File: src/timer16_pkg.sv
// Constants, register map and carrier types of the 16-bit counter/capture.
// Assumes an 8-bit I/O location bus on the system clock and a prescaler
// outside that delivers timer tick enables.
//
// Operation
// - Counter appears as two byte locations: upper byte and lower byte.
// - Upper location hits latch; lower read fills it, lower write uses it.
// - One latched upper byte may serve several following lower-byte writes.
// - Three-bit source select picks the tick; code zero halts counting.
// - Each tick clears, increments or decrements per mode and direction.
// - Floor indication at zero, ceiling indication at top of sequence.
// - Counter is readable and writable whether or not ticks run.
// - CPU counter write beats clear or count in the same cycle.
// - Four-bit mode field: upper two bits in B, lower two in A.
// - Overflow flag set where the mode says; usable as interrupt.
// - Capture trigger comes from capture pin or comparator output.
// - Matching edge copies counter to capture value; flag sets same cycle.
// - Capture flag with enable bit one raises a capture interrupt request.
// - Capture flag clears when its interrupt is serviced.
// - Writing one to capture flag clears it; zero leaves it.
// - Capture lower read first loads its upper byte into the latch.
// - Capture value writable only in modes using it as ceiling.
// - One latch shared by all 16-bit registers of the timer.
// - Filter output changes after four equal samples; five cycles delay.
// - Switching trigger source may cause a capture; software clears flag.
package timer16_pkg;

  localparam int CNT_W = 16;
  localparam int ADDR_W = 4;

  // Location offsets
  localparam logic [ADDR_W-1:0] OFF_CTRL_A = 4'h0;
  localparam logic [ADDR_W-1:0] OFF_CTRL_B = 4'h1;
  localparam logic [ADDR_W-1:0] OFF_TRIG = 4'h2;
  localparam logic [ADDR_W-1:0] OFF_FLAGS = 4'h3;
  localparam logic [ADDR_W-1:0] OFF_MASK = 4'h4;
  localparam logic [ADDR_W-1:0] OFF_CNT_LO = 4'h6;
  localparam logic [ADDR_W-1:0] OFF_CNT_HI = 4'h7;
  localparam logic [ADDR_W-1:0] OFF_CAP_LO = 4'h8;
  localparam logic [ADDR_W-1:0] OFF_CAP_HI = 4'h9;

  // Field positions
  localparam int WGM_LO_POS = 0;
  localparam int CS_POS = 0;
  localparam int WGM_HI_POS = 3;
  localparam int EDGE_POS = 6;
  localparam int FILT_POS = 7;
  localparam int TRIG_SEL_POS = 6;
  localparam int OVF_POS = 0;
  localparam int CAP_POS = 5;

  // Reset values and the fixed counter maximum
  localparam logic [7:0] CTRL_RST = 8'h00;
  localparam logic [CNT_W-1:0] CNT_RST = 16'h0000;
  localparam logic [CNT_W-1:0] CNT_MAX = 16'hFFFF;

  // Filter window in system clock samples
  localparam int FILT_LEN = 4;

  // Modes that take the capture value as ceiling; the first two are dual slope
  localparam logic [3:0] MODE_CAP_DUAL_A = 4'h8;
  localparam logic [3:0] MODE_CAP_DUAL_B = 4'hA;
  localparam logic [3:0] MODE_CAP_CLEAR = 4'hC;
  localparam logic [3:0] MODE_CAP_FAST = 4'hE;

  typedef enum logic {DIR_UP, DIR_DOWN} dir_t;

  typedef struct packed {
    logic [ADDR_W-1:0] addr;
    logic wr;
    logic rd;
    logic [7:0] wdata;
  } io_req_t;

endpackage

File: src/timer16_capture.sv
// 16-bit counter with tick select, overflow flag and input capture.
// Assumes tick_src pulses are one-cycle enables on clk; capture_pin and
// comparator_out are asynchronous and get synchronised here.
`timescale 1ns/1ns
`default_nettype none
module timer16_capture
  import timer16_pkg::*;
#(
  parameter int TICK_N = 7
) (
  input wire logic clk,
  input wire logic nrst,
  input wire io_req_t io,
  output logic [7:0] rdata,
  input wire logic [TICK_N-1:0] tick_src,
  input wire logic capture_pin,
  input wire logic comparator_out,
  input wire logic overflow_ack,
  input wire logic capture_ack,
  output logic overflow_irq,
  output logic capture_irq,
  output logic count_floor,
  output logic count_ceiling,
  output logic count_down,
  output logic [3:0] waveform_mode_sel
);

  //////////////////////////////////////////////////////////////////////////
  // Control registers

  logic [7:0] ctrl_a_q, ctrl_b_q, trig_q, mask_q;
  logic [2:0] cs;
  logic edge_rise, filt_en, trig_cmp;

  always_ff @(posedge clk) begin
    if (!nrst) begin
      ctrl_a_q <= CTRL_RST;
      ctrl_b_q <= CTRL_RST;
      trig_q <= CTRL_RST;
      mask_q <= CTRL_RST;
    end else if (io.wr) begin
      case (io.addr)
        OFF_CTRL_A: ctrl_a_q <= io.wdata;
        OFF_CTRL_B: ctrl_b_q <= io.wdata;
        OFF_TRIG: trig_q <= io.wdata;
        OFF_MASK: mask_q <= io.wdata;
        default: ;
      endcase
    end
  end

  assign waveform_mode_sel = {ctrl_b_q[WGM_HI_POS +: 2],
                              ctrl_a_q[WGM_LO_POS +: 2]};
  assign cs = ctrl_b_q[CS_POS +: 3];
  assign edge_rise = ctrl_b_q[EDGE_POS];
  assign filt_en = ctrl_b_q[FILT_POS];
  assign trig_cmp = trig_q[TRIG_SEL_POS];

  logic cap_top, dual;
  assign dual = (waveform_mode_sel == MODE_CAP_DUAL_A) ||
                (waveform_mode_sel == MODE_CAP_DUAL_B);
  assign cap_top = dual || (waveform_mode_sel == MODE_CAP_CLEAR) ||
                   (waveform_mode_sel == MODE_CAP_FAST);

  //////////////////////////////////////////////////////////////////////////
  // Tick select

  logic tick;
  always_comb begin
    tick = 1'b0;
    if (cs != 3'h0 && int'(cs) <= TICK_N) begin
      tick = tick_src[cs - 3'h1];
    end
  end

  //////////////////////////////////////////////////////////////////////////
  // Byte access decode and the shared upper-byte latch

  logic cnt_lo_wr, cnt_lo_rd, cap_lo_wr, cap_lo_rd, hi_wr;
  assign cnt_lo_wr = io.wr && io.addr == OFF_CNT_LO;
  assign cnt_lo_rd = io.rd && io.addr == OFF_CNT_LO;
  assign cap_lo_wr = io.wr && io.addr == OFF_CAP_LO;
  assign cap_lo_rd = io.rd && io.addr == OFF_CAP_LO;
  assign hi_wr = io.wr && (io.addr == OFF_CNT_HI || io.addr == OFF_CAP_HI);

  logic [7:0] temp_q;
  logic [CNT_W-1:0] cnt_q, cap_q;

  // One latch for every wide register, so accesses disturb each other
  always_ff @(posedge clk) begin
    if (!nrst) begin
      temp_q <= 8'h00;
    end else if (hi_wr) begin
      temp_q <= io.wdata;
    end else if (cnt_lo_rd) begin
      temp_q <= cnt_q[15:8];
    end else if (cap_lo_rd) begin
      temp_q <= cap_q[15:8];
    end
  end

  //////////////////////////////////////////////////////////////////////////
  // Counter unit

  dir_t dir_q;
  logic [CNT_W-1:0] top;
  assign top = cap_top ? cap_q : CNT_MAX;
  assign count_floor = cnt_q == CNT_RST;
  assign count_ceiling = cnt_q == top;
  assign count_down = dir_q == DIR_DOWN;

  always_ff @(posedge clk) begin
    if (!nrst) begin
      cnt_q <= CNT_RST;
    end else if (cnt_lo_wr) begin
      cnt_q <= {temp_q, io.wdata};
    end else if (tick) begin
      if (!dual) begin
        cnt_q <= count_ceiling ? CNT_RST : cnt_q + 16'h0001;
      end else if (dir_q == DIR_UP) begin
        cnt_q <= count_ceiling ? cnt_q - 16'h0001 : cnt_q + 16'h0001;
      end else begin
        cnt_q <= count_floor ? cnt_q + 16'h0001 : cnt_q - 16'h0001;
      end
    end
  end

  always_ff @(posedge clk) begin
    if (!nrst) begin
      dir_q <= DIR_UP;
    end else if (!dual) begin
      dir_q <= DIR_UP;
    end else if (tick && !cnt_lo_wr) begin
      if (dir_q == DIR_UP && count_ceiling) begin
        dir_q <= DIR_DOWN;
      end else if (dir_q == DIR_DOWN && count_floor) begin
        dir_q <= DIR_UP;
      end
    end
  end

  // Single slope overflows on wrap at the ceiling, dual slope at the floor
  logic ovf_set;
  assign ovf_set = tick && !cnt_lo_wr &&
                   (dual ? (dir_q == DIR_DOWN && count_floor)
                         : count_ceiling);

  //////////////////////////////////////////////////////////////////////////
  // Capture input: sync, filter, edge detect

  logic [1:0] s1_q, s2_q, s3_q, clean_q;
  always_ff @(posedge clk) begin
    if (!nrst) begin
      s1_q <= 2'h0;
      s2_q <= 2'h0;
      s3_q <= 2'h0;
      clean_q <= 2'h0;
    end else begin
      s1_q <= {comparator_out, capture_pin};
      s2_q <= s1_q;
      s3_q <= s2_q;
      for (int i = 0; i < 2; i++) begin
        if (s2_q[i] == s3_q[i]) begin
          clean_q[i] <= s3_q[i];
        end
      end
    end
  end

  // Source switch can itself look like an edge
  logic src;
  assign src = trig_cmp ? clean_q[1] : clean_q[0];

  logic [FILT_LEN-1:0] filt_sh_q;
  logic filt_q;
  always_ff @(posedge clk) begin
    if (!nrst) begin
      filt_sh_q <= '0;
      filt_q <= 1'b0;
    end else begin
      filt_sh_q <= {filt_sh_q[FILT_LEN-2:0], src};
      if (&filt_sh_q || ~|filt_sh_q) begin
        filt_q <= filt_sh_q[0];
      end
    end
  end

  logic det_in, prev_q, cap_evt;
  assign det_in = filt_en ? filt_q : src;

  always_ff @(posedge clk) begin
    if (!nrst) begin
      prev_q <= 1'b0;
    end else begin
      prev_q <= det_in;
    end
  end

  // Detector is off while the capture value serves as ceiling
  assign cap_evt = !cap_top && (det_in != prev_q) &&
                   (det_in == edge_rise);

  //////////////////////////////////////////////////////////////////////////
  // Capture value

  always_ff @(posedge clk) begin
    if (!nrst) begin
      cap_q <= CNT_RST;
    end else if (cap_evt) begin
      cap_q <= cnt_q;
    end else if (cap_lo_wr && cap_top) begin
      cap_q <= {temp_q, io.wdata};
    end
  end

  //////////////////////////////////////////////////////////////////////////
  // Flags; a set in the clearing cycle wins

  logic ovf_flag_q, cap_flag_q, flag_wr;
  assign flag_wr = io.wr && io.addr == OFF_FLAGS;

  always_ff @(posedge clk) begin
    if (!nrst) begin
      cap_flag_q <= 1'b0;
    end else if (cap_evt) begin
      cap_flag_q <= 1'b1;
    end else if (capture_ack) begin
      cap_flag_q <= 1'b0;
    end else if (flag_wr && io.wdata[CAP_POS]) begin
      cap_flag_q <= 1'b0;
    end
  end

  always_ff @(posedge clk) begin
    if (!nrst) begin
      ovf_flag_q <= 1'b0;
    end else if (ovf_set) begin
      ovf_flag_q <= 1'b1;
    end else if (overflow_ack || (flag_wr && io.wdata[OVF_POS])) begin
      ovf_flag_q <= 1'b0;
    end
  end

  assign capture_irq = cap_flag_q && mask_q[CAP_POS];
  assign overflow_irq = ovf_flag_q && mask_q[OVF_POS];

  //////////////////////////////////////////////////////////////////////////
  // Read data, registered one cycle after the read strobe

  logic [7:0] rdata_d;
  always_comb begin
    rdata_d = 8'h00;
    case (io.addr)
      OFF_CTRL_A: rdata_d = ctrl_a_q;
      OFF_CTRL_B: rdata_d = ctrl_b_q;
      OFF_TRIG: rdata_d = trig_q;
      OFF_MASK: rdata_d = mask_q;
      OFF_FLAGS: begin
        rdata_d[CAP_POS] = cap_flag_q;
        rdata_d[OVF_POS] = ovf_flag_q;
      end
      OFF_CNT_LO: rdata_d = cnt_q[7:0];
      OFF_CAP_LO: rdata_d = cap_q[7:0];
      OFF_CNT_HI: rdata_d = temp_q;
      OFF_CAP_HI: rdata_d = temp_q;
      default: rdata_d = 8'h00;
    endcase
  end

  always_ff @(posedge clk) begin
    if (!nrst) begin
      rdata <= 8'h00;
    end else if (io.rd) begin
      rdata <= rdata_d;
    end
  end
endmodule
`default_nettype wire

File: config.mk
export PLATFORM = sky130hd
export DESIGN_NAME = timer16_capture
export DESIGN_NICKNAME = d
export VERILOG_FILES = /design/src/timer16_pkg.sv /design/src/timer16_capture.sv
export SDC_FILE = /design/constraint.sdc
export NUM_CORES = 1
export LEC_CHECK = 0
export ABC_AREA = 1
export BUFFER_PORTS_ARGS = -buffer_cell sky130_fd_sc_hd__buf_4
export CAP_MARGIN = 20
export CORE_MARGIN = 3
export CORE_UTILIZATION = 39
export DETAILED_ROUTE_END_ITERATION = 6
export PLACE_DENSITY = 0.67
export SETUP_SLACK_MARGIN = 0.2
export SLEW_MARGIN = 20
export SYNTH_ARGS = -nofsm -noshare
export SYNTH_HDL_FRONTEND = slang
export SYNTH_SLANG_ARGS = --single-unit
File: constraint.sdc
create_clock -name clk -period 3.4 [get_ports clk]
set_clock_uncertainty 0.2 [all_clocks]
set_input_delay 0.34 -clock clk [delete_from_list [all_inputs] [get_ports clk]]
set_output_delay 0.34 -clock clk [all_outputs]
set_load 0.05 [all_outputs]
# ---- After elaboration in Yosys (flattened, before gate mapping)
# Cells that the tools add are included.
# W data, S select, Z words.
dict set report totals {
  ff_bits 97
  input_bits 27
  out_inout_bits 17
}
dict set report op_classes {
  n_addsub 3
  order_cmp 1
  n_eq_ne 17
  muxes 30
  bitwise 1
  n_reduce_logical 44
}
# op count
set op_table {}
lappend op_table {{$mux W16} 10}
lappend op_table {{$pmux W4 S7} 1}
lappend op_table {{$eq A4 B4 Y1 const B} 6}
lappend op_table {{$mux W8} 3}
lappend op_table {{$logic_and A1 B1 Y1} 17}
lappend op_table {{$add A16 B1 Y16 const B} 1}
lappend op_table {{$eq A16 B16 Y1} 1}
lappend op_table {{$logic_not A16 Y1} 1}
lappend op_table {{$pmux W1 S8} 2}
lappend op_table {{$sub A16 B1 Y16 const B} 1}
lappend op_table {{$pmux W2 S7} 1}
lappend op_table {{$eq A4 B3 Y1 const B} 3}
lappend op_table {{$mux W1} 12}
lappend op_table {{$reduce_and A2 Y1} 6}
lappend op_table {{$reduce_bool A3 Y1} 3}
lappend op_table {{$eq A4 B2 Y1 const B} 2}
lappend op_table {{$reduce_bool A2 Y1} 4}
lappend op_table {{$logic_or A1 B1 Y1} 6}
lappend op_table {{$eq A4 B1 Y1 const B} 1}
lappend op_table {{$logic_not A4 Y1} 1}
lappend op_table {{$lt A3 B4 Y1 const B} 1}
lappend op_table {{$reduce_and A4 Y1} 1}
lappend op_table {{$reduce_or A4 Y1} 1}
lappend op_table {{$bmux W1 S3} 1}
lappend op_table {{6 further kinds} 10}

# ---- Logic depth before layout (Yosys ltp)
# Gate-level depths: netlist (run 1).
dict set report logic_depth {
  ltp_word 11
  ltp_mapped 16
}

# ---- Worst setup path after synthesis (run 1)
# OpenSTA, ideal clock, no wires.
dict set report synth_path {
  path_type {register to output}
  from {reg ctrl_b_q[4]}
  to {out count_ceiling}
  t_arrival_ps 2102
  required_ps 2860
  slack_ps 758
  stages_incl_launch_ff 8
  n_path_buf 1
  cell_sequence {dfxtp_1 buf_4 nand3_1 nand2_1 nand2_1 nor4_1 nand2_1 nor3_1}
}
dict set report synth_between {
  elab_chain_len 6
}
# element line_no
set synth_lines {}
lappend synth_lines {{from (decl)} timer16_capture.sv:31} ;# logic [7:0] ctrl_a_q, ctrl_b_q, trig_q, mask_q;
lappend synth_lines {{from (signal assigned)} timer16_capture.sv:44} ;# OFF_CTRL_B: ctrl_b_q <= io.wdata;
lappend synth_lines {{$eq A4 B4 Y1, on equally long branches} {timer16_capture.sv:60, timer16_capture.sv:61}}
lappend synth_lines {{$logic_or A1 B1 Y1} timer16_capture.sv:60} ;# assign dual = (waveform_mode_sel == MODE_CAP_DUAL_A) ||
lappend synth_lines {{$logic_or A1 B1 Y1} timer16_capture.sv:62} ;# assign cap_top = dual || (waveform_mode_sel == MODE_CAP_CLEAR) ||
lappend synth_lines {{$logic_or A1 B1 Y1 *} timer16_capture.sv:62}
lappend synth_lines {{$mux W16 *} timer16_capture.sv:107} ;# assign top = cap_top ? cap_q : CNT_MAX;
lappend synth_lines {{$eq A16 B16 Y1 *} timer16_capture.sv:109} ;# assign count_ceiling = cnt_q == top;
lappend synth_lines {{to (decl)} timer16_capture.sv:23} ;# output logic count_ceiling,
# Mark *: on every way between the ends. The rest lies on a longest branch, timed or not.

# ---- Worst setup path after layout (run 1)
dict set report layout_path {
  from {reg ctrl_a_q[0]}
  to {out count_ceiling}
}
dict set report layout_between {
  elab_chain_len 6
}
# element line_no
set layout_lines {}
lappend layout_lines {{from (decl)} timer16_capture.sv:31}
lappend layout_lines {{from (signal assigned)} timer16_capture.sv:43} ;# OFF_CTRL_A: ctrl_a_q <= io.wdata;
lappend layout_lines {{$eq A4 B4 Y1, on equally long branches} {timer16_capture.sv:60, timer16_capture.sv:61}}
lappend layout_lines {{$logic_or A1 B1 Y1} timer16_capture.sv:60}
lappend layout_lines {{$logic_or A1 B1 Y1} timer16_capture.sv:62}
lappend layout_lines {{$logic_or A1 B1 Y1 *} timer16_capture.sv:62}
lappend layout_lines {{$mux W16 *} timer16_capture.sv:107}
lappend layout_lines {{$eq A16 B16 Y1 *} timer16_capture.sv:109}
# Marks and branches as above.

==> summary.txt, run 1 <==
Run status
  – Status: finished clean

Power
  – Clk pwr share: roughly 42%
  – Pint: between 0.0015 and 0.002 W
  – Combinational power share: between 10% and 20%
  – Pleak: roughly 2.7 nW
  – PwrDens: roughly 380 mW/mm²
  – Sequential Power Share: between 40% and 50%
  – Maximum VDD drop: ~260 µV
  – Sw Pwr: between 0.0006 and 0.0007 W
  – Switching portion of total power: a little over a quarter

Logic synthesis
  – Post-synth EDFFs: 0
  – Seq/Total Area, Yosys: between 30% and 40%
  – Syn_nets: between 900 and 1000
  – Post-synthesis cell count: approximately 890
  – Seq cells post-synth: slightly below 100
  – Distinct cells, synth: 40
  – Syn Std Cell Area: just under 0.006 mm²
  – Top FF cell, synth: dfxtp_1
  – Synthesized area per cell: 6.58 µm²
  – Syn. warnings: 0
  – Post-synth ARST share: 0%

Critical path
  – Worst Setup Path Type: flop to output port
  – Crit end category: output port
  – Family with the most delay on the worst path: simple AND/OR/NAND/NOR gates
  – CP arrival: 2.31 ns
  – CP required: between 2 and 3 ns
  – Slowest cell delay on critical path: 0.37 ns
  – Critical Path Most Common Cell: nand2_1
  – FF-to-FF setup slack: around 0.80 ns
  – Crit Path Max Fanout: 13
  – CP max stage cell: dfxtp_1
  – WP depth: 8
  – Startpoint types: flop
  – Worst r2r src: ctrl_b_q[0]
  – Cell breakdown of the critical path: inv_2 > nand2_2 > o21ai_1 > nand2_1 > nor4_1 > nand2_1 > nor3_1 > buf_4
  – Worst path bufs/invs: 2
  – Reg2reg end: cnt_q[4]
  – Reg2Reg Depth: 9

Clock network
  – Clock latency on the worst-skew pair: roughly 0.36 ns
  – CTS H-Tree Depth: 3
  – Clk sinks: 97
  – CTS root buf: clkbuf_16
  – CTS Buf Count: 9
  – CTS tree: yes
  – Clock transition at path regs: approximately 0.070 ns
  – Clock tree buffer depth: 2

STA
  – Setup TNS: 0 ns
  – Final setup viols: 0
  – Max-slew violations: 0
  – Worst slew pin tran: between 0.9 and 1 ns
  – RSZ-0062 raised after global routing: no
  – Fmax: 0.351 GHz
  – Max_slew headroom: 36.8%
  – Tmin final: approximately 2.8 ns
  – Final hold viol count: 0
  – Final Cycle Share: between 80 and 90%

Floorplan
  – Core area: ~0.015 mm²
  – I/O pin count: 44
  – Initial Utilization: 39.9%
  – Num rows: 44
  – Die Width: approximately 130 µm
  – Chip Height: between 100 and 150 µm
  – Die Area: approximately 0.016 mm²

Routing
  – DR vias: 5931
  – Total wire length: between 15000 and 20000 µm
  – Vias/cell: between 5 and 6
  – WL met3: 1100 µm
  – Routed length on met1: between 8000 and 9000 µm
  – DRT iter0 DRCs: 790
  – Routed Antenna Nets: 0
  – Drt pass-1 iters: 5
  – DRC Markers: 0
  – WL per Instance: between 15 and 20 µm
  – DR top layer: met4
  – WL met2: between 8000 and 9000 µm

Global routing
  – Largest net degree at the start of global routing: 54
  – Total grt overflow: 0
  – Vias in the first global route: 5325
  – GRT Total Usage: 22.2%
  – First-pass GRT wire length: around 29000 µm
  – Antenna violations before repair: 0

Place
  – Cells after DPL: roughly 1100
  – Port Buffer Count: 43
  – Routability Congestion: about 0.96
  – DP Wirelength: between 10000 and 15000 µm

Finish
  – Antenna cells: 0
  – Non-Filler Instances: between 1000 and 1500
  – Fillcell total: about 1500
  – Nets: 931
  – Register area: a little under 0.002 mm²
  – Layout cells sized above 1: a little over a tenth
  – Area Overhead vs Synth: 11.3%
  – Area of the multi-input gates: around 0.0032 mm²

Job
  – # Max-Cap Violations: 0

Min path
  – HP Class: input pin to flop
  – Hold path depth: 3
  – Hold endpoint: ovf_flag_q
  – Worst hold start: overflow_ack
-- registers in the layout, summed over array words and instances, names as in the netlist --
name        flops
cap_flag_q      1
cap_q          16
clean_q         2
cnt_q          16
count_down      1
ctrl_a_q        8
ctrl_b_q        8
filt_q          1
filt_sh_q       4
mask_q          8
ovf_flag_q      1
prev_q          1
rdata           8
s1_q            2
s2_q            2
s3_q            2
temp_q          8
trig_q          8
-- stage by stage --
stage	hold slack (ns)	area, µm²	utilization [%]	setup slack [ns]	power [W]
4_1_cts	0.0600	6480	44.4	0.396	0.00249
6_report	0.0563	6480	44.4	0.555	0.00249
3_3_place_gp	0.193	6170	42.3	0.736	0.00145
2_1_floorplan	0.190	5820	-	0.758	0.00137
3_5_place_dp	0.197	6170	42.3	0.746	0.00145
5_1_grt	0.0811	6480	44.4	0.321	0.00257
-- metal layers --
layer / vias to the layer above / GRT usage, %
met1: 2715 / 30.4
met4: 0 / 10.8
li1: 2957 / -
met3: 50 / 3.83
met5: - / 0
met2: 209 / 33.6
-- power by group through the flow --
stage	registers, W	clock network [W]	logic [W]
finish	0.00118	0.00105	0.000259
global route	0.00118	0.00110	0.000285
CTS	0.00118	0.00106	0.000256
detailed placement	0.00120	0	0.000252
global placement	0.00120	0	0.000251
floorplan	0.00120	0	0.000168
-- cell usage in the layout, fill, tap and decap left out, types with 2 or more instances in the layout --
cell type      Yosys  final
nor2_4             3      3
o41ai_1            5      5
nor2_1            50     50
o221ai_1           9      9
a21oi_1           77     77
xnor2_1            2      2
clkinv_1           3      3
inv_1            111    111
o2111ai_1          3      3
o21bai_1           2      2
dlygate4sd3_1      0      2
nand2_1          193    193
nand3_1           70     70
nand2_4            2      2
buf_4              6     48
nor2_2             3      3
o21a_1             9      9
a21oi_2            3      3
xor2_1            26     26
clkbuf_16          0      9
o22ai_1           30     30
o211ai_1           5      5
dfxtp_1           97     96
nand4_1           12     12
o21ai_1           15     15
nor4_1             7      7
inv_2             14     14
o21ai_0           59     59
nand2_2            4      4
inv_6              0      2
nor3_1             8      8
o31ai_1            5      5
ha_1               5      5
-- tightest hold or removal path, delay by kind of cell --
kind	cells	cell delay [ns]
and+or+nand+nor	1	0.09
AOI/OAI and AO/OA	1	0.06
buffers and inverters	1	0.07
-- what timing repair did --
action,in CTS,in global routing
endpoints found under the setup margin,0,1
hold endpoints to repair,2,0
buffers inserted,0,0
resized for setup,0,1
hold buffers,2,0
-- how the worst max path moves through the flow --
stage	startpoint	endpoint	slack [ns]
after floorplan	ctrl_b_q[4]	count_ceiling	0.76
after global placement	ctrl_b_q[4]	cnt_q[6]	0.74
after detailed placement	ctrl_b_q[4]	cnt_q[6]	0.75
after CTS	ctrl_b_q[4]	count_ceiling	0.40
after global routing	ctrl_a_q[0]	count_ceiling	0.32
final	ctrl_a_q[0]	count_ceiling	0.55
-- Yosys cell counts, drive strengths merged (7+ instances only) --
master  instances  share of area, %
dfxtp          97                33
nor4            7              0.75
o221ai          9               1.4
o21a            9               1.2
buf            21               2.5
o22ai          30               3.2
nor2           56               4.1
nand3          71               6.2
o21ai          74               6.4
nand4          12               1.3
inv           125               8.1
nor3            9              0.86
clkbuf         26               1.7
xor2           26               3.9
nand2         199                13
a21oi          80               7.1
-- layout make-up --
class / count / area share, %
Clock buffer: 10 / 3.53
Sequential cell: 97 / 30.0
Inverter: 128 / 7.41
Tap cell: 184 / 3.55
Multi-Input combinational cell: 613 / 48.7
Clock inverter: 5 / 0.984
Timing Repair Buffer: 50 / 5.87
-- cell families after synthesis --
family | count (synthesis) | share of synthesized area [%]
xor+xnor | 28 | 4.21
fa+ha+maj | 5 | 1.07
flops | 97 | 33.4
compound gates | 223 | 22.0
mux | 1 | 0.172
buf+inv | 175 | 12.4
simple gates | 356 | 26.7
No activity file was read; power rests on OpenSTA's default activity.
==> inputs of run 2 (changes only) <==
- ABC_AREA: 1 -> 0
- PLACE_DENSITY: 0.67 -> 0.69
- clock period: 3.4 -> 2.33 ns (I/O delays scaled with it)
==> run 2 against run 1 <==
The flow now finishes with violations (negative setup slack). Hold slack got worse by 0.041 ns. Register-to-register slack worse by 1.2 ns. Clock-buffer cell count stayed put. Critical path type unchanged. Largest cell class unchanged. Highest routed layer unchanged.
==> summary.txt, run 2 <==
Run status
  – Status: complete, but fails checks (was finished clean)
  – Violated checks: negative setup slack

Critical path
  – Crit Path Max Fanout: 10 (was 13)
  – Reg2Reg Depth: 7 (was 9)
  – Worst Setup Path Type: flop to output port (unchanged)
  – Cell breakdown of the critical path: or2b_2 > nor4_4 > o32ai_4 > nor4_4 > buf_4 > buf_8 (was inv_2 > nand2_2 > o21ai_1 > nand2_1 > nor4_1 > nand2_1 > nor3_1 > buf_4)
  – CP arrival: 2.31 ns (about the same)
  – Startpoint types: flop (unchanged)
  – Worst path bufs/invs: 2 (unchanged)
  – WP depth: 6 (was 8)
  – CP required: 1.90 ns (was 2.86 ns)
  – Slowest cell delay on critical path: 0.42 ns (was 0.37 ns)
  – Crit end category: output port (unchanged)
  – Critical Path Most Common Cell: nor4_4 (was nand2_1)
  – CP max stage cell: or2b_2 (was dfxtp_1)
  – Family with the most delay on the worst path: simple AND/OR/NAND/NOR gates (unchanged)

Global routing
  – Antenna violations before repair: 0 (unchanged)
  – First-pass GRT wire length: 32400 µm (was 28800 µm)
  – GRT Total Usage: 24.5% (was 22.2%)
  – Vias in the first global route: 5940 (was 5325)
  – Total grt overflow: 0 (unchanged)
  – Largest net degree at the start of global routing: 70 (was 54)

Floorplan
  – Chip Height: 130 µm (was 128 µm)
  – Initial Utilization: 40.4% (was 39.9%)
  – Num rows: 44 (unchanged)
  – Die Width: 130 µm (was 128 µm)
  – Die Area: 0.0168 mm² (was 0.0164 mm²)
  – I/O pin count: 44 (unchanged)
  – Core area: 0.0148 mm² (was 0.0146 mm²)

STA
  – Final setup viols: 20 (was 0)
  – Tmin final: around 2.7 ns
  – Final Cycle Share: 118%
  – Setup TNS: -5.62 ns (was 0 ns)
  – Max_slew headroom: 56.7% (was 36.8%)
  – Fmax: between 0.3 and 0.4 GHz
  – RSZ-0062 raised after global routing: yes (was no)
  – Max-slew violations: 0 (unchanged)
  – Final hold viol count: 0 (unchanged)
  – Worst slew pin tran: 0.648 ns (was 0.947 ns)
  – Hold slack: 0.0151 ns (was 0.0563 ns)
  – PnR worst setup slack: -0.415 ns (was 0.555 ns)

Job
  – # Max-Cap Violations: 0 (unchanged)

Logic synthesis
  – Post-synth EDFFs: 0 (unchanged)
  – Synth top area cells: dfxtp_1 (33%), mux2i_1 (9.1%), nor2_1 (5.8%), nand2_1 (5.4%), clkbuf_1 (2.7%) (was dfxtp_1 (33%), nand2_1 (12%), inv_1 (7.2%), a21oi_1 (6.6%), nand3_1 (6.0%))
  – Post-synth ARST share: 0% (unchanged)
  – Syn_nets: 768 (was 917)
  – Seq cells post-synth: 97 (unchanged)
  – Yosys top cell by area: dfxtp_1 (unchanged)
  – Top-area cell type share of the netlist area: 32.6% (was 33.4%)
  – Most frequent cell after synthesis: dfxtp_1 (was nand2_1)
  – Top FF cell, synth: dfxtp_1 (unchanged)
  – Seq/Total Area, Yosys: 32.6% (was 33.4%)
  – Synthesized area per cell: 8.10 µm² (was 6.58 µm²)
  – Syn. warnings: 0 (unchanged)
  – Syn Std Cell Area: 0.00596 mm² (was 0.00582 mm²)
  – Distinct cells, synth: 75 (was 40)
  – Most frequent cells after synthesis: dfxtp_1 (97), nor2_1 (92), nand2_1 (86) (was nand2_1 (193), inv_1 (111), dfxtp_1 (97))
  – Post-synthesis cell count: 736 (was 885)

Clock network
  – Clock transition at path regs: 0.07 ns (about the same)
  – Clk sinks: 97 (unchanged)
  – Clock latency on the worst-skew pair: 0.36 ns (about the same)
  – CTS Buf Count: 9 (unchanged)
  – CTS root buf: clkbuf_16 (unchanged)
  – Clock tree buffer depth: 2 (unchanged)
  – CTS tree: yes (unchanged)
  – CTS H-Tree Depth: 3 (unchanged)

Power
  – PwrDens: 530 mW/mm² (was 383 mW/mm²)
  – Pleak: 3.44 nW (was 2.66 nW)
  – Maximum VDD drop: 428 µV (was 255 µV)

Routing
  – Drt pass-1 iters: 5 (unchanged)
  – DRC Markers: 0 (unchanged)
  – Routed Antenna Nets: 0 (unchanged)
  – DRT iter0 DRCs: 818 (was 790)
  – Total wire length: 21600 µm (was 18200 µm)
  – WL per Instance: 20.2 µm (was 16.7 µm)
  – Vias/cell: 6.02 (was 5.46)
  – DR vias: 6419 (was 5931)

Finish
  – Nets: 910 (was 931)
  – Non-Filler Instances: 1067 (was 1087)
  – Biggest regs: cap_q: 16 flops, cnt_q: 16 flops (unchanged)
  – Fin area: 0.00843 mm² (was 0.00648 mm²)
  – Commonest non-fill, non-tap cells in the layout: buf_4 (154), nor2_1 (90), dfxtp_1 (86) (was nand2_1 (193), inv_1 (111), dfxtp_1 (96))
  – Layout cells sized above 1: 35.1% (was 10.4%)
  – Commonest non-fill, non-tap cell in the layout: buf_4 (was nand2_1)
  – Antenna cells: 0 (unchanged)
  – Area Overhead vs Synth: 41.5% (was 11.3%)
  – Fillcell total: 1287 (was 1535)

Min path
  – Hold path depth: 3 (unchanged)
  – HP Class: input pin to flop (unchanged)

Place
  – Routability Congestion: 1.03 (was 0.958)
  – Placed standard-cell area: 0.00726 mm² (was 0.00617 mm²)
  – DP Wirelength: 14400 µm (was 13200 µm)
  – Cells after DPL: 1026 (was 1070)
  – Port Buffer Count: 43 (unchanged)
## run 2: where the power goes
part | internal, W | total, W | switching (W) | leakage (nW)
clock network | 0.000861 | 0.00160 | 0.000740 | 0.152
registers | 0.00170 | 0.00178 | 0.0000810 | 0.790
logic | 0.000510 | 0.00109 | 0.000576 | 2.50
## run 2: path summary, 6_finish.rpt
path | startpoint | endpoint | slack, ns
hold reg to reg | s1_q[0] | s2_q[0] | 0.24
setup reg to reg | ctrl_b_q[4] | cnt_q[12] | -0.40
hold / removal | io[5] | ctrl_a_q[5] | 0.02
setup / recovery | ctrl_a_q[0] | count_ceiling | -0.41
## run 2: routing by layer
metal	track usage, %	part of all wire [%]
met1	34.0	43
met2	39.4	46
met3	3.96	7.4
met4	6.60	3.6
met5	0	0
## run 2: area by class of cell
class / count / area (µm²) / area share (%)
Clock buffer: 10 / 229 / 2.72
Clock inverter: 6 / 83.8 / 0.994
Inverter: 16 / 65.1 / 0.772
Multi-Input combinational cell: 563 / 4190 / 49.7
Sequential cell: 97 / 1970 / 23.3
Tap cell: 184 / 230 / 2.73
Timing Repair Buffer: 191 / 1670 / 19.8
## run 2: what timing repair did
item                       in CTS  in global routing
setup buffers                   9                  6
hold endpoints to repair        8                  0
cloned                          0                  4
setup endpoints to repair      21                 39
hold buffers                    6                  0
gates resized for setup        47                 82
pin swaps                      14                 33
## run 2: per-stage QoR
step	total power (W)	worst slack (ns)	util, %
detailed placement	0.00272	-0.414	49.2
finish	0.00447	-0.415	57.1
global route	0.00462	-0.478	57.1
floorplan	0.00231	-0.710	-
global placement	0.00272	-0.373	49.2
CTS	0.00440	-0.440	53.5
## run 2: logic make-up after synthesis
family,Yosys count,share of synthesized area (%)
XOR/XNOR,23,3.38
AND/OR/NAND/NOR,314,26.1
AO/OA/AOI/OAI,158,19.1
multiplexers,62,11.2
buffers and inverters,77,6.66
flip-flops,97,32.6
adder cells (fa/ha/maj),5,1.05
## run 2: tightest hold or removal path, stage by stage
cell and delay (ns):
buf_4 0.16, nand3_1 0.08, a21oi_1 0.06
==> inputs of run 3 (changes only) <==
- ABC_AREA: 0 -> 1
==> run 3 against run 2 <==
The run still ends with negative setup slack left. Global-route usage is 1.5 points lower. Hold slack lost 0.010 ns. Maximum frequency is 15% higher. Wire length fell by 7.5%. Sequential share of layout area grew 2.7 points. Clock power decreased by 8%. Clock-buffer cell count down 1. Cell count grew 9.1%. Sequential power decreased by 3%. Non-clock buffer count decreased by 66. Critical path type unchanged.
==> summary.txt, run 3 (synthesized netlist as in run 1, its figures left out) <==
STA
  – Tmin final: 2.38 ns (was 2.74 ns)
  – Final hold viol count: 0 (unchanged)
  – Fmax: 0.420 GHz (was 0.364 GHz)
  – RSZ-0062 raised after global routing: yes (unchanged)
  – Final setup viols: 1 (was 20)
  – Max-slew violations: 0 (unchanged)
  – Max_slew headroom: 53.7% (was 56.7%)
  – PnR worst setup slack: -0.0495 ns (was -0.415 ns)
  – Final Cycle Share: 102% (was 118%)
  – Worst slew pin tran: 0.691 ns (was 0.648 ns)

Clock network
  – Clock tree buffer depth: 2 (unchanged)
  – Clock latency on the worst-skew pair: 0.35 ns (was 0.36 ns)
  – CTS H-Tree Depth: 3 (unchanged)
  – Clock transition at path regs: 0.07 ns (about the same)
  – CTS root buf: clkbuf_16 (unchanged)
  – CTS tree: yes (unchanged)
  – Clk sinks: 97 (unchanged)
  – CTS Buf Count: 9 (unchanged)

Critical path
  – Critical Path Most Common Cell: buf_6 (was nor4_4)
  – CP Launch Point: ctrl_b_q[4] (was ctrl_a_q[0])
  – Crit end category: output port (unchanged)
  – Cell breakdown of the critical path: buf_6 > buf_6 > nand3_4 > nand2_2 > nand2_2 > nor4_2 > nand2_1 > nor3_4 > buf_6 (was or2b_2 > nor4_4 > o32ai_4 > nor4_4 > buf_4 > buf_8)
  – Reg2reg end: cnt_q[4] (was cnt_q[12])
  – Crit Path Max Fanout: 7 (was 10)
  – CP required: 1.90 ns (about the same)
  – Reg2Reg Depth: 16 (was 7)
  – FF-to-FF setup slack: 0.09 ns (was -0.40 ns)
  – CP max stage cell: dfxtp_2 (was or2b_2)
  – Worst r2r src: ctrl_b_q[4] (unchanged)
  – CP arrival: 1.95 ns (was 2.31 ns)
  – Worst Setup Path Type: flop to output port (unchanged)
  – WP depth: 9 (was 6)
  – Critical Path End: count_ceiling (unchanged)
  – Startpoint types: flop (unchanged)
  – Slowest cell delay on critical path: 0.36 ns (was 0.42 ns)
  – Family with the most delay on the worst path: simple AND/OR/NAND/NOR gates (unchanged)
  – Worst path bufs/invs: 3 (was 2)

Routing
  – Drt pass-1 iters: 5 (unchanged)
  – WL per Instance: 17.1 µm (was 20.2 µm)
  – DRC Markers: 0 (unchanged)
  – Total wire length: 20000 µm (was 21600 µm)
  – DR vias: 6476 (was 6419)
  – Vias/cell: 5.56 (was 6.02)
  – Routed Antenna Nets: 0 (unchanged)
  – DRT iter0 DRCs: 768 (was 818)

Global routing
  – First-pass GRT wire length: 30100 µm (was 32400 µm)
  – Largest net degree at the start of global routing: 33 (was 70)
  – Total grt overflow: 0 (unchanged)
  – Vias in the first global route: 5813 (was 5940)
  – GRT Total Usage: 23.0% (was 24.5%)
  – Antenna violations before repair: 0 (unchanged)

Finish
  – Area of the multi-input gates: 0.00350 mm² (was 0.00419 mm²)
  – Nets: 1008 (was 910)
  – Final core utilization: 51.6% (was 57.1%)
  – Antenna cells: 0 (unchanged)
  – Area Overhead vs Synth: 29.2% (was 41.5%)
  – Biggest regs: cap_q: 16 flops, cnt_q: 16 flops (unchanged)
  – Commonest non-fill, non-tap cell in the layout: nand2_1 (was buf_4)
  – Fillcell total: 1411 (was 1287)
  – Commonest non-fill, non-tap cells in the layout: nand2_1 (176), inv_1 (107), buf_4 (103) (was buf_4 (154), nor2_1 (90), dfxtp_1 (86))
  – Fin area: 0.00752 mm² (was 0.00843 mm²)
  – Layout cells sized above 1: 22.4% (was 35.1%)
  – Register area: 0.00195 mm² (was 0.00197 mm²)

Floorplan
  – Die Width: 128 µm (was 130 µm)
  – I/O pin count: 44 (unchanged)
  – Initial Utilization: 39.9% (was 40.4%)
  – Chip Height: 128 µm (was 130 µm)
  – Core area: 0.0146 mm² (was 0.0148 mm²)
  – Die Area: 0.0164 mm² (was 0.0168 mm²)
  – Num rows: 44 (unchanged)

Power
  – Pleak: 3.15 nW (was 3.44 nW)
  – Clk pwr share: 40.2% (was 35.8%)
  – Pint: 0.00262 W (was 0.00307 W)
  – Switching portion of total power: 28.3% (was 31.2%)
  – Sequential Power Share: 46.9% (was 39.9%)
  – Maximum VDD drop: 324 µV (was 428 µV)
  – PwrDens: 486 mW/mm² (was 530 mW/mm²)
  – Combinational power share: 12.9% (was 24.3%)
  – Sw Pwr: 0.00104 W (was 0.00140 W)

Place
  – DP Wirelength: 13700 µm (was 14400 µm)
  – Placed standard-cell area: 0.00652 mm² (was 0.00726 mm²)
  – Routability Congestion: 0.934 (was 1.03)
  – Port Buffer Count: 43 (unchanged)

Run status
  – Status: complete, but fails checks (unchanged)
  – Violated checks: negative setup slack (unchanged)

Min path
  – HP Class: input pin to flop (unchanged)

Job
  – # Max-Cap Violations: 0 (unchanged)
==> run 3: changes by cell type in the layout (fill, tap and decap cells not counted), moves of 15 or more <==
cell,before,now
inv_1,12,107
nand2_1,84,176
a21oi_1,18,74
mux2i_1,53,1
buf_4,154,103
nand3_1,20,64
nor2_1,90,48
o21ai_0,18,58
o22ai_1,1,30
and2_1,19,0
xor2_1,7,26
a211oi_1,15,0
nand2_2,1,16
==> run 3: power groups by stage <==
stage               combinational (W)  clock [W]  sequential [W]
floorplan                    0.000246          0         0.00175
global placement             0.000388          0         0.00175
detailed placement           0.000391          0         0.00175
CTS                          0.000423    0.00149         0.00171
global route                 0.000511    0.00154         0.00172
finish                       0.000470    0.00147         0.00172
==> run 3: timing repair <==
| item | CTS | global route |
|---|---|---|
| setup endpoints to repair | 19 | 27 |
| cloned | 2 | 3 |
| pin swaps | 12 | 23 |
| hold endpoints to repair | 12 | 0 |
| setup buffers | 11 | 11 |
| resized for setup | 35 | 56 |
| hold buffers | 10 | 0 |
==> run 3: area by class of cell <==
| cell class | instances | share of cell area, % |
|---|---|---|
| multi-input combinational | 615 | 46.6 |
| sequential | 97 | 26.0 |
| timing repair buffer | 125 | 14.0 |
| inverter | 128 | 6.60 |
| tap | 184 | 3.06 |
| clock buffer | 9 | 2.99 |
| clock inverter | 6 | 0.765 |
==> run 3: worst min path at each step <==
| stage | slack, ns | start | to | cells past startpoint |
|---|---|---|---|---|
| floorplan | 0.13 | capture_pin | s1_q[0] | 2 |
| global placement | 0.19 | s1_q[1] | s2_q[1] | 2 |
| detailed placement | 0.20 | s1_q[0] | s2_q[0] | 2 |
| CTS | 0.0006 | io[0] | cnt_q[0] | 3 |
| global route | 0.02 | io[0] | cnt_q[0] | 3 |
| finish | 0.005 | io[0] | cnt_q[0] | 3 |
==> run 3: tightest hold or removal path, delay by kind of cell <==
kind                   cells  cell delay (ns)
buffers and inverters      1             0.14
AO/OA/AOI/OAI              1             0.07
AND/OR/NAND/NOR            1             0.06
==> run 3: stage by stage <==
stage / total power, W / setup WS (ns) / setup TNS, ns / instances / hold slack [ns]
floorplan: 0.00200 / 0.195 / 0 / 885 / 0.131
global placement: 0.00214 / -0.0296 / -0.0296 / 1112 / 0.194
detailed placement: 0.00214 / 0.00613 / 0 / 1112 / 0.196
CTS: 0.00363 / -0.0819 / -0.0819 / 1150 / 0.000556
global route: 0.00377 / -0.108 / -0.249 / 1164 / 0.0209
finish: 0.00366 / -0.0495 / -0.0495 / 1164 / 0.00485
==> run 3: layer usage <==
| layer | vias to the layer above | share of wire [%] | track usage [%] | wire (µm) |
|---|---|---|---|---|
| li1 | 3116 | - | - | - |
| met1 | 2945 | 41 | 29.9 | 8170 |
| met2 | 349 | 46 | 37.0 | 9180 |
| met3 | 66 | 8.9 | 3.33 | 1790 |
| met4 | 0 | 4.1 | 11.7 | 824 |
| met5 | - | 0 | 0 | 0 |
